$ cat config.mk
export PLATFORM = sky130hd
export DESIGN_NAME = sar_adc_lvds_serial_output
export DESIGN_NICKNAME = d
export VERILOG_FILES = /design/src/sar_pkg.sv /design/src/sar_adc_lvds_serial_output.sv /design/src/sync_edge.sv /design/src/sar_engine.sv
export VERILOG_INCLUDE_DIRS = /design/src
export SDC_FILE = /design/constraint.sdc
export NUM_CORES = 1
export LEC_CHECK = 0
export ABC_AREA = 1
export BUFFER_PORTS_ARGS = -buffer_cell sky130_fd_sc_hd__buf_2
export CORE_MARGIN = 10
export CORE_UTILIZATION = 59
export DETAILED_ROUTE_END_ITERATION = 10
export PLACE_DENSITY = 0.79
export SYNTH_ARGS = -nofsm -noshare
export SYNTH_HDL_FRONTEND = slang
export SYNTH_SLANG_ARGS = --single-unit
$ cat constraint.sdc
create_clock -name clk_sys -period 1.94 [get_ports clk_sys]
set_input_delay 0.097 -clock clk_sys [delete_from_list [all_inputs] [get_ports clk_sys]]
set_output_delay 0.097 -clock clk_sys [all_outputs]
set_load 0.01 [all_outputs]
$ cat src/sar_defs.svh
// shared constants for the successive-approximation converter block
`ifndef SAR_DEFS_SVH
`define SAR_DEFS_SVH
`define RES_BITS 18
`define T_READY_NS 63
`define CLK_PERIOD_NS 20
`define READY_CYCLES ((`T_READY_NS) / (`CLK_PERIOD_NS))
`define TEST_PATTERN 18'h0C0F3
`define CTR_W 6
`endif

$ cat src/sar_pkg.sv
// package of types for the converter block
`include "sar_defs.svh"
package sar_pkg;
    typedef enum logic [2:0] {
        ST_SLEEP = 3'b001,
        ST_ACQ = 3'b010,
        ST_CONV = 3'b100
    } conv_state_e;
    typedef logic [`RES_BITS-1:0] code_t;
endpackage : sar_pkg

$ cat src/sar_adc_lvds_serial_output.sv
// converter control and serial output lanes
`include "sar_defs.svh"
// Summary of operation
// - low sleep_control_n forces the sleep state, blocks new conversions and turns off every output driver.
// - high pattern_force puts a fixed pattern on the lanes instead of the result.
// - in single-lane mode lane b is idle and its driver is disabled.
// - dual_lane_select high sends two bits per shift clock, else one bit on lane a.
// - echoed_bit_clock follows the incoming shift clock with a small delay.
// - a rising convert_strobe puts the sample into hold and starts a conversion.
// - acquisition alternates with conversion, which resolves bits down to 1/262144.
// - a finished conversion loads its 18-bit result for shifting with no latency.
// - results are two's complement across 2^18 codes.
// - each result goes out before the next conversion's result.
// - the result is ready for shifting about 20 clk_sys cycles after a conversion starts; the check allows 2 * WIDTH.
module sar_adc_lvds_serial_output
    import sar_pkg::*;
#(
    parameter int WIDTH = `RES_BITS
) (
    input wire logic clk_sys,
    input wire logic rst,
    input wire logic ce,
    input wire logic sleep_control_n,
    input wire logic pattern_force,
    input wire logic dual_lane_select,
    input wire logic convert_strobe,
    input wire logic shift_clock,
    input wire logic comp_above,
    output logic sample_hold,
    output logic [WIDTH-1:0] dac_trial,
    output logic lane_a_data,
    output logic lane_a_oe,
    output logic lane_b_data,
    output logic lane_b_oe,
    output logic echoed_bit_clock,
    output logic echoed_clock_oe
);
    import sar_pkg::*;

    initial begin
        if (WIDTH != `RES_BITS) $error("width must match result size");
    end

    conv_state_e state_r, state_nxt;
    logic sleep_meta_r, awake_r;
    logic pat_meta_r, pat_r;
    logic dual_meta_r, dual_r;
    logic cnv_lvl, cnv_rise, sck_lvl, sck_rise, sck_fall;
    logic [WIDTH-1:0] code, shreg_r, trial;
    logic done;
    logic hold_r, a_r, b_r, aoe_r, boe_r, dco_r, dcoe_r;
    logic [`CTR_W-1:0] ready_cnt_r;

    // level inputs from pins pass two flops
    always_ff @(posedge clk_sys) begin
        if (rst) begin
            sleep_meta_r <= 1'b0;
            awake_r <= 1'b0;
            pat_meta_r <= 1'b0;
            pat_r <= 1'b0;
            dual_meta_r <= 1'b0;
            dual_r <= 1'b0;
        end else if (ce) begin
            sleep_meta_r <= sleep_control_n;
            awake_r <= sleep_meta_r;
            pat_meta_r <= pattern_force;
            pat_r <= pat_meta_r;
            dual_meta_r <= dual_lane_select;
            dual_r <= dual_meta_r;
        end
    end

    sync_edge u_cnv (
        .clk_sys(clk_sys),
        .rst(rst),
        .ce(ce),
        .din(convert_strobe),
        .level(cnv_lvl),
        .rise(cnv_rise),
        .fall()
    );

    // shift clock edges found by sampling; link clock is slow against clk_sys
    sync_edge u_sck (
        .clk_sys(clk_sys),
        .rst(rst),
        .ce(ce),
        .din(shift_clock),
        .level(sck_lvl),
        .rise(sck_rise),
        .fall(sck_fall)
    );

    wire conv_start = awake_r && cnv_rise;

    sar_engine #(
        .WIDTH(WIDTH)
    ) u_sar (
        .clk_sys(clk_sys),
        .rst(rst),
        .ce(ce),
        .start(conv_start),
        .comp_above(comp_above),
        .trial(trial),
        .code(code),
        .done(done)
    );

    // acquisition and conversion alternate
    always_comb begin
        state_nxt = state_r;
        unique case (state_r)
            ST_SLEEP: if (awake_r) state_nxt = ST_ACQ;
            ST_ACQ: if (conv_start) state_nxt = ST_CONV;
            ST_CONV: if (done) state_nxt = ST_ACQ;
            default: state_nxt = ST_SLEEP;
        endcase
        if (!awake_r) state_nxt = ST_SLEEP;
    end

    wire [WIDTH-1:0] load_word = pat_r ? `TEST_PATTERN : code;
    wire shift_step = sck_rise && awake_r;
    wire [WIDTH-1:0] shifted = dual_r ? {shreg_r[WIDTH-3:0], 2'b00}
                                      : {shreg_r[WIDTH-2:0], 1'b0};

    always_ff @(posedge clk_sys) begin
        if (rst) begin
            state_r <= ST_SLEEP;
        end else if (ce) begin
            state_r <= state_nxt;
        end
    end

    // ready counter only feeds the timing check
    always_ff @(posedge clk_sys) begin
        if (rst || !ce) begin
            if (rst) ready_cnt_r <= '0;
        end else if (conv_start) begin
            ready_cnt_r <= '0;
        end else if (state_r == ST_CONV) begin
            ready_cnt_r <= ready_cnt_r + 1'b1;
        end
    end

    // result loads straight into the shifter, no pipeline
    always_ff @(posedge clk_sys) begin
        if (rst) begin
            shreg_r <= '0;
        end else if (ce) begin
            if (done) begin
                shreg_r <= load_word;
            end else if (shift_step) begin
                shreg_r <= shifted;
            end
        end
    end

    // output flops; drivers off while asleep
    always_ff @(posedge clk_sys) begin
        if (rst) begin
            hold_r <= 1'b0;
            a_r <= 1'b0;
            b_r <= 1'b0;
            aoe_r <= 1'b0;
            boe_r <= 1'b0;
            dco_r <= 1'b0;
            dcoe_r <= 1'b0;
        end else if (ce) begin
            hold_r <= (state_nxt == ST_CONV);
            a_r <= awake_r & shreg_r[WIDTH-1];
            b_r <= awake_r & dual_r & shreg_r[WIDTH-2];
            aoe_r <= awake_r;
            boe_r <= awake_r & dual_r;
            dco_r <= awake_r & sck_lvl;
            dcoe_r <= awake_r;
        end
    end

    assign sample_hold = hold_r;
    // trial goes out straight from the engine flop: an extra stage would pair
    // each comparator answer with the wrong trial
    assign dac_trial = trial;
    assign lane_a_data = a_r;
    assign lane_a_oe = aoe_r;
    assign lane_b_data = b_r;
    assign lane_b_oe = boe_r;
    assign echoed_bit_clock = dco_r;
    assign echoed_clock_oe = dcoe_r;

    a_lane_b_off: assert property (@(posedge clk_sys) disable iff (rst)
        !dual_r |-> ##1 !lane_b_oe) else $error("lane b driven in one-lane mode");
    a_sleep_quiet: assert property (@(posedge clk_sys) disable iff (rst)
        !awake_r && ce |-> ##1 !lane_a_oe && !echoed_clock_oe)
        else $error("drivers on while asleep");
    a_echo_follow: assert property (@(posedge clk_sys) disable iff (rst)
        ce && awake_r |-> ##1 echoed_bit_clock == $past(sck_lvl))
        else $error("echo clock does not follow");
    a_hold_start: assert property (@(posedge clk_sys) disable iff (rst)
        conv_start && ce |-> ##1 sample_hold) else $error("no hold on strobe");
    a_conv_ends: assert property (@(posedge clk_sys) disable iff (rst)
        conv_start && ce |-> ##[1:40] done || !awake_r) else $error("conversion stuck");
    a_pattern_load: assert property (@(posedge clk_sys) disable iff (rst)
        done && ce && pat_r |-> ##1 shreg_r == `TEST_PATTERN)
        else $error("pattern not loaded");
    a_result_load: assert property (@(posedge clk_sys) disable iff (rst)
        done && ce && !pat_r |-> ##1 shreg_r == $past(code)) else $error("result lost");
    a_msb_first: assert property (@(posedge clk_sys) disable iff (rst)
        ce && awake_r |-> ##1 lane_a_data == $past(shreg_r[WIDTH-1]))
        else $error("lane a not msb");
    a_dual_step: assert property (@(posedge clk_sys) disable iff (rst)
        ce && shift_step && !done && dual_r |-> ##1 shreg_r[WIDTH-1] == $past(shreg_r[WIDTH-3]))
        else $error("dual shift wrong");
    a_ready_time: assert property (@(posedge clk_sys) disable iff (rst)
        done |-> ready_cnt_r <= `CTR_W'(2 * WIDTH)) else $error("ready too late");
endmodule : sar_adc_lvds_serial_output

$ cat src/sync_edge.sv
// two-flop synchroniser with rise and fall detection
module sync_edge (
    input wire logic clk_sys,
    input wire logic rst,
    input wire logic ce,
    input wire logic din,
    output logic level,
    output logic rise,
    output logic fall
);
    logic meta_r;
    logic sync_r;
    logic prev_r;
    // first flop read only by the second
    always_ff @(posedge clk_sys) begin
        if (rst) begin
            meta_r <= 1'b0;
            sync_r <= 1'b0;
            prev_r <= 1'b0;
        end else if (ce) begin
            meta_r <= din;
            sync_r <= meta_r;
            prev_r <= sync_r;
        end
    end
    assign level = sync_r;
    assign rise = sync_r & ~prev_r;
    assign fall = ~sync_r & prev_r;
endmodule : sync_edge

$ cat src/sar_engine.sv
// successive-approximation search over an external comparator
`include "sar_defs.svh"
module sar_engine #(
    parameter int WIDTH = `RES_BITS
) (
    input wire logic clk_sys,
    input wire logic rst,
    input wire logic ce,
    input wire logic start,
    input wire logic comp_above,
    output logic [WIDTH-1:0] trial,
    output logic [WIDTH-1:0] code,
    output logic done
);
    logic [WIDTH-1:0] trial_r;
    logic [WIDTH-1:0] bit_r;
    logic [WIDTH-1:0] code_r;
    logic done_r;
    initial begin
        if (WIDTH < 2) $error("sar width too small");
    end
    // one bit resolved per cycle, msb weight first (half span) down to 1/2^WIDTH
    always_ff @(posedge clk_sys) begin
        if (rst) begin
            trial_r <= '0;
            bit_r <= '0;
            code_r <= '0;
            done_r <= 1'b0;
        end else if (ce) begin
            done_r <= 1'b0;
            if (start) begin
                bit_r <= {1'b1, {(WIDTH-1){1'b0}}};
                trial_r <= {1'b1, {(WIDTH-1){1'b0}}};
            end else if (bit_r != '0) begin
                if (!comp_above) begin
                    trial_r <= (trial_r & ~bit_r) | (bit_r >> 1);
                end else begin
                    trial_r <= trial_r | (bit_r >> 1);
                end
                bit_r <= bit_r >> 1;
                if (bit_r[0]) begin
                    // offset binary to two's complement: flip msb
                    code_r <= (comp_above ? trial_r : (trial_r & ~bit_r))
                        ^ {1'b1, {(WIDTH-1){1'b0}}};
                    done_r <= 1'b1;
                end
            end
        end
    end
    assign trial = trial_r;
    assign code = code_r;
    assign done = done_r;
endmodule : sar_engine

==> Flow_metrics.wiki <==
{| class="wikitable"
! Metric !! Value
|-
| Run status || finished clean
|-
| Setup slack of the worst register-to-register path || 0.09 ns
|-
| Main combinational cell family by area after synthesis || simple AND/OR/NAND/NOR gates
|-
| Worst hold endpoint || u_sck.prev_r$_SDFFE_PP0P_
|-
| Number of setup buffers added after CTS || 0
|-
| Highest net fanout along the worst path || 18
|-
| Final non-filler cell total || 685
|-
| Core footprint || 6790 sq um
|-
| Count of cells along the worst hold path || 3
|-
| Clock tree root driver cell || sky130_fd_sc_hd__clkbuf_8
|-
| Drt pass-1 iters || 5
|-
| Clk_skew || 0.00958 ns
|-
| Startpoint kind of the worst setup timing path || flop
|-
| Number of DRC markers in iteration 0 || 216
|-
| Worst slew margin relative to its limit || 0.633
|-
| Multiplexer area fraction after synthesis || 0
|-
| Count of pins on the block boundary || 34
|-
| Number of gates given a new drive strength after cts || 0
|-
| Fin. Hold Viols || 0
|-
| Most common flop cell mapped by yosys || sky130_fd_sc_hd__dfxtp_1
|-
| Maxcap violations || 0
|-
| Number of antenna violations at the first check in global routing || 0
|-
| Clock slew at reported path FFs || 0.09 ns
|-
| Final slew viol count || 0
|-
| Largest buffer count on any clock path || 2
|-
| Area of all placed cells without fillers || 4600 sq um
|-
| Fraction of layout cells with a size suffix above 1 || 0.165
|-
| Cell area after synthesis || 4140 sq um
|-
| Instance area at placement || 4360 sq um
|-
| Setup repair after global routing missed its margin || false
|-
| Later-pin clock latency in the skew report || 0.36 ns
|-
| Clock sinks || 94
|-
| Number of flops mapped to enable cells by yosys || 0
|-
| Share of flip-flops with an asynchronous set or reset || 0
|-
| Total instance count after detailed placement || 666
|-
| Post-synthesis share of cell area spent on xor and xnor gates || 0
|-
| Number of antenna diodes || 0
|-
| Wire length of the first global-routing pass || 17.1 mm
|-
| Number of distinct library cells after synthesis || 28
|-
| TritonCTS clock tree || built
|-
| Vias after detailed routing || 3860
|-
| Filler Cells Inserted || 589
|-
| R2R cell count || 8
|-
| Highest Clock Rate || 0.540 GHz
|-
| Total GRT Usage || 0.186
|-
| Port buffer count || 33
|-
| Final clock period utilization by the worst path || 0.955
|-
| Via count of the first global-routing pass || 3605
|-
| Slew at the pin closest to its max-slew limit || 0.550 ns
|-
| Detailed-route vias per instance || 5.64
|-
| Post-detailed-route count of antenna-violating nets || 0
|-
| Total of endpoints with negative setup slack in the final report || 0
|-
| Worst IR drop on VDD || 0.435 mV
|-
| Share of synthesized cell area in full adder, half adder and majority cells || 0
|-
| End-of-flow core utilization || 0.677
|-
| Layout overhead on the synthesized area || 11.0%
|-
| Startpoint of the most critical hold path || ce
|-
| Count of standard-cell rows || 30
|-
| Number of H-tree branching levels || 3
|-
| Leakage power total || 1.74 nW
|-
| Last weighted congestion value of the routability-driven placer || 0.954
|-
| Overflow left after global routing || 0
|-
| Shortest period the worst path allows || 1.85 ns
|-
| Routed wire length per instance || 14.9 um
|-
| Compound-Gate Fraction of Synth Area || 0.227
|-
| Hold bufs inserted after CTS || 5
|-
| Layout Nets || 595
|-
| Mean instance size in the synthesized netlist || 7.41 sq um
|-
| Post-synthesis simple-gate area fraction || 0.250
|-
| Reg-to-reg critical path startpoint || awake_r$_SDFFE_PP0P_
|-
| Type of the worst setup path || reg -> reg
|-
| Path category of the worst min-delay check || in -> reg
|-
| PwrDens || 775 nW/um^2
|-
| Endpoint type of the worst setup path || flop
|-
| Die Height || 104 um
|-
| Drt total wl || 10.2 mm
|-
| Arrival time worst endpoint || 2.13 ns
|-
| Register bit count reported by yosys || 94
|-
| Die Outline Area || 10800 sq um
|-
| CP required || 2.22 ns
|-
| Yosys warns || 0
|-
| Pin count of the biggest net entering global routing || 36
|-
| Number of cells produced by synthesis || 559
|-
| Post-DP HPWL || 6.92 mm
|-
| Die X || 104 um
|-
| Number of clock buffers inserted by TritonCTS || 9
|-
| Starting Density || 0.609
|-
| Residual DRC count || 0
|-
| Final TNS setup || 0 ns
|-
| Proportion of synthesized chip area in sequential cells || 0.455
|-
| FF-to-FF End || u_sar.trial[15]$_SDFFE_PP0P_
|-
| Post-synth net total || 568
|}
-- how the worst max path moves through the flow --
stage / start / to / slack, ns
2_1_floorplan: u_sar.bit_r[0]$_SDFFE_PP0P_ / u_sar.bit_r[7]$_SDFFE_PP0P_ / 0.59
6_report: awake_r$_SDFFE_PP0P_ / u_sar.trial[15]$_SDFFE_PP0P_ / 0.09
3_3_place_gp: awake_r$_SDFFE_PP0P_ / u_sar.bit_r[1]$_SDFFE_PP0P_ / 0.30
4_1_cts: awake_r$_SDFFE_PP0P_ / u_sar.trial[15]$_SDFFE_PP0P_ / 0.18
3_5_place_dp: awake_r$_SDFFE_PP0P_ / u_sar.bit_r[3]$_SDFFE_PP0P_ / 0.27
5_1_grt: awake_r$_SDFFE_PP0P_ / u_sar.trial[15]$_SDFFE_PP0P_ / 0.0005
-- layout by cell type (no fill, tap or decap) --
| cell type | synthesis | routed |
|---|---|---|
| sky130_fd_sc_hd__nor2_1 | 69 | 69 |
| sky130_fd_sc_hd__o21bai_1 | 1 | 1 |
| sky130_fd_sc_hd__nand3_1 | 55 | 55 |
| sky130_fd_sc_hd__inv_2 | 3 | 3 |
| sky130_fd_sc_hd__inv_1 | 21 | 21 |
| sky130_fd_sc_hd__buf_4 | 2 | 17 |
| sky130_fd_sc_hd__a21boi_0 | 13 | 13 |
| sky130_fd_sc_hd__nor2_2 | 2 | 2 |
| sky130_fd_sc_hd__clkinvlp_4 | 0 | 3 |
| sky130_fd_sc_hd__nand2_2 | 11 | 11 |
| sky130_fd_sc_hd__clkinv_1 | 1 | 1 |
| sky130_fd_sc_hd__o211ai_1 | 3 | 3 |
| sky130_fd_sc_hd__a21oi_1 | 59 | 59 |
| sky130_fd_sc_hd__bufinv_16 | 0 | 1 |
| sky130_fd_sc_hd__o22ai_1 | 3 | 3 |
| sky130_fd_sc_hd__nand3_2 | 1 | 1 |
| sky130_fd_sc_hd__clkbuf_8 | 0 | 9 |
| sky130_fd_sc_hd__dfxtp_1 | 94 | 94 |
| sky130_fd_sc_hd__nand2_1 | 92 | 92 |
| sky130_fd_sc_hd__nor2_4 | 3 | 3 |
| sky130_fd_sc_hd__a21oi_2 | 10 | 10 |
| sky130_fd_sc_hd__buf_2 | 9 | 33 |
| sky130_fd_sc_hd__o21ai_4 | 1 | 1 |
| sky130_fd_sc_hd__o21ai_0 | 65 | 65 |
| sky130_fd_sc_hd__nand2_4 | 1 | 1 |
| sky130_fd_sc_hd__nand3_4 | 1 | 1 |
| sky130_fd_sc_hd__inv_6 | 0 | 1 |
| sky130_fd_sc_hd__dlygate4sd3_1 | 0 | 5 |
| sky130_fd_sc_hd__a31oi_1 | 11 | 11 |
-- critical path, stage by stage (launching register included) --
cell,delay (ns)
sky130_fd_sc_hd__dfxtp_1,0.38
sky130_fd_sc_hd__nand2_1,0.13
sky130_fd_sc_hd__nor2_4,0.07
sky130_fd_sc_hd__inv_2,0.21
sky130_fd_sc_hd__nand3_4,0.24
sky130_fd_sc_hd__nand2_4,0.13
sky130_fd_sc_hd__buf_4,0.27
sky130_fd_sc_hd__nand2_1,0.13
sky130_fd_sc_hd__a21oi_1,0.19
-- registers in the layout, summed over array words and instances (netlist names), 3 cells and up --
name         cells
u_sar.trial     18
u_sar.bit_r     18
shreg_r         18
u_sar.code      18
state_r          3
-- metrics by stage --
| step | hold WS [ns] | power [mW] | setup slack, ns |
|---|---|---|---|
| 3_3_place_gp | 0.319 | 2.32 | 0.298 |
| 6_report | 0.101 | 3.56 | 0.0872 |
| 2_1_floorplan | 0.232 | 2.25 | 0.591 |
| 4_1_cts | 0.0800 | 3.58 | 0.176 |
| 3_5_place_dp | 0.322 | 2.33 | 0.270 |
| 5_1_grt | 0.0985 | 3.70 | 0.000456 |
-- synthesized netlist by cell type (9+ instances only) --
cell / n / area, sq um
sky130_fd_sc_hd__a21boi_0: 13 / 97.6
sky130_fd_sc_hd__dfxtp_1: 94 / 1880
sky130_fd_sc_hd__buf_2: 9 / 45.0
sky130_fd_sc_hd__clkbuf_1: 24 / 90.1
sky130_fd_sc_hd__o21ai_0: 65 / 325
sky130_fd_sc_hd__a21oi_1: 59 / 295
sky130_fd_sc_hd__nand2_1: 92 / 345
sky130_fd_sc_hd__a21oi_2: 10 / 87.6
sky130_fd_sc_hd__nand2_2: 11 / 68.8
sky130_fd_sc_hd__nor2_1: 69 / 259
sky130_fd_sc_hd__nand3_1: 55 / 275
sky130_fd_sc_hd__inv_1: 21 / 78.8
sky130_fd_sc_hd__a31oi_1: 11 / 68.8
-- final cells by class --
cell class	count	area (sq um)	share of cell area
tap	96	120	0.0261
sequential	94	1880	0.409
multi-input combinational	401	1970	0.429
clock inverter	5	61.3	0.0133
clock buffer	9	124	0.0269
timing repair buffer	55	343	0.0746
inverter	25	93.8	0.0204
-- cell families (layout without fill, tap and decap cells) --
kind of cell	count (synthesis)	in the layout
simple gates	235	235
flops	94	94
buf+inv	64	94
compound gates	166	166
-- power by group --
group          total, mW  internal (mW)  switching, mW
clock network       1.27          0.586          0.681
registers           2.00           1.97         0.0297
logic              0.298         0.0984          0.199
-- routing by layer --
metal / routed length [um] / up-vias / global-route usage
met3: 644 / 18 / 0.0446
met2: 4690 / 137 / 0.293
li1: - / 1923 / -
met5: 0 / - / 0
met1: 4690 / 1782 / 0.240
met4: 174 / 0 / 0.0736
Note: power is estimated with default switching activity, not from simulation.
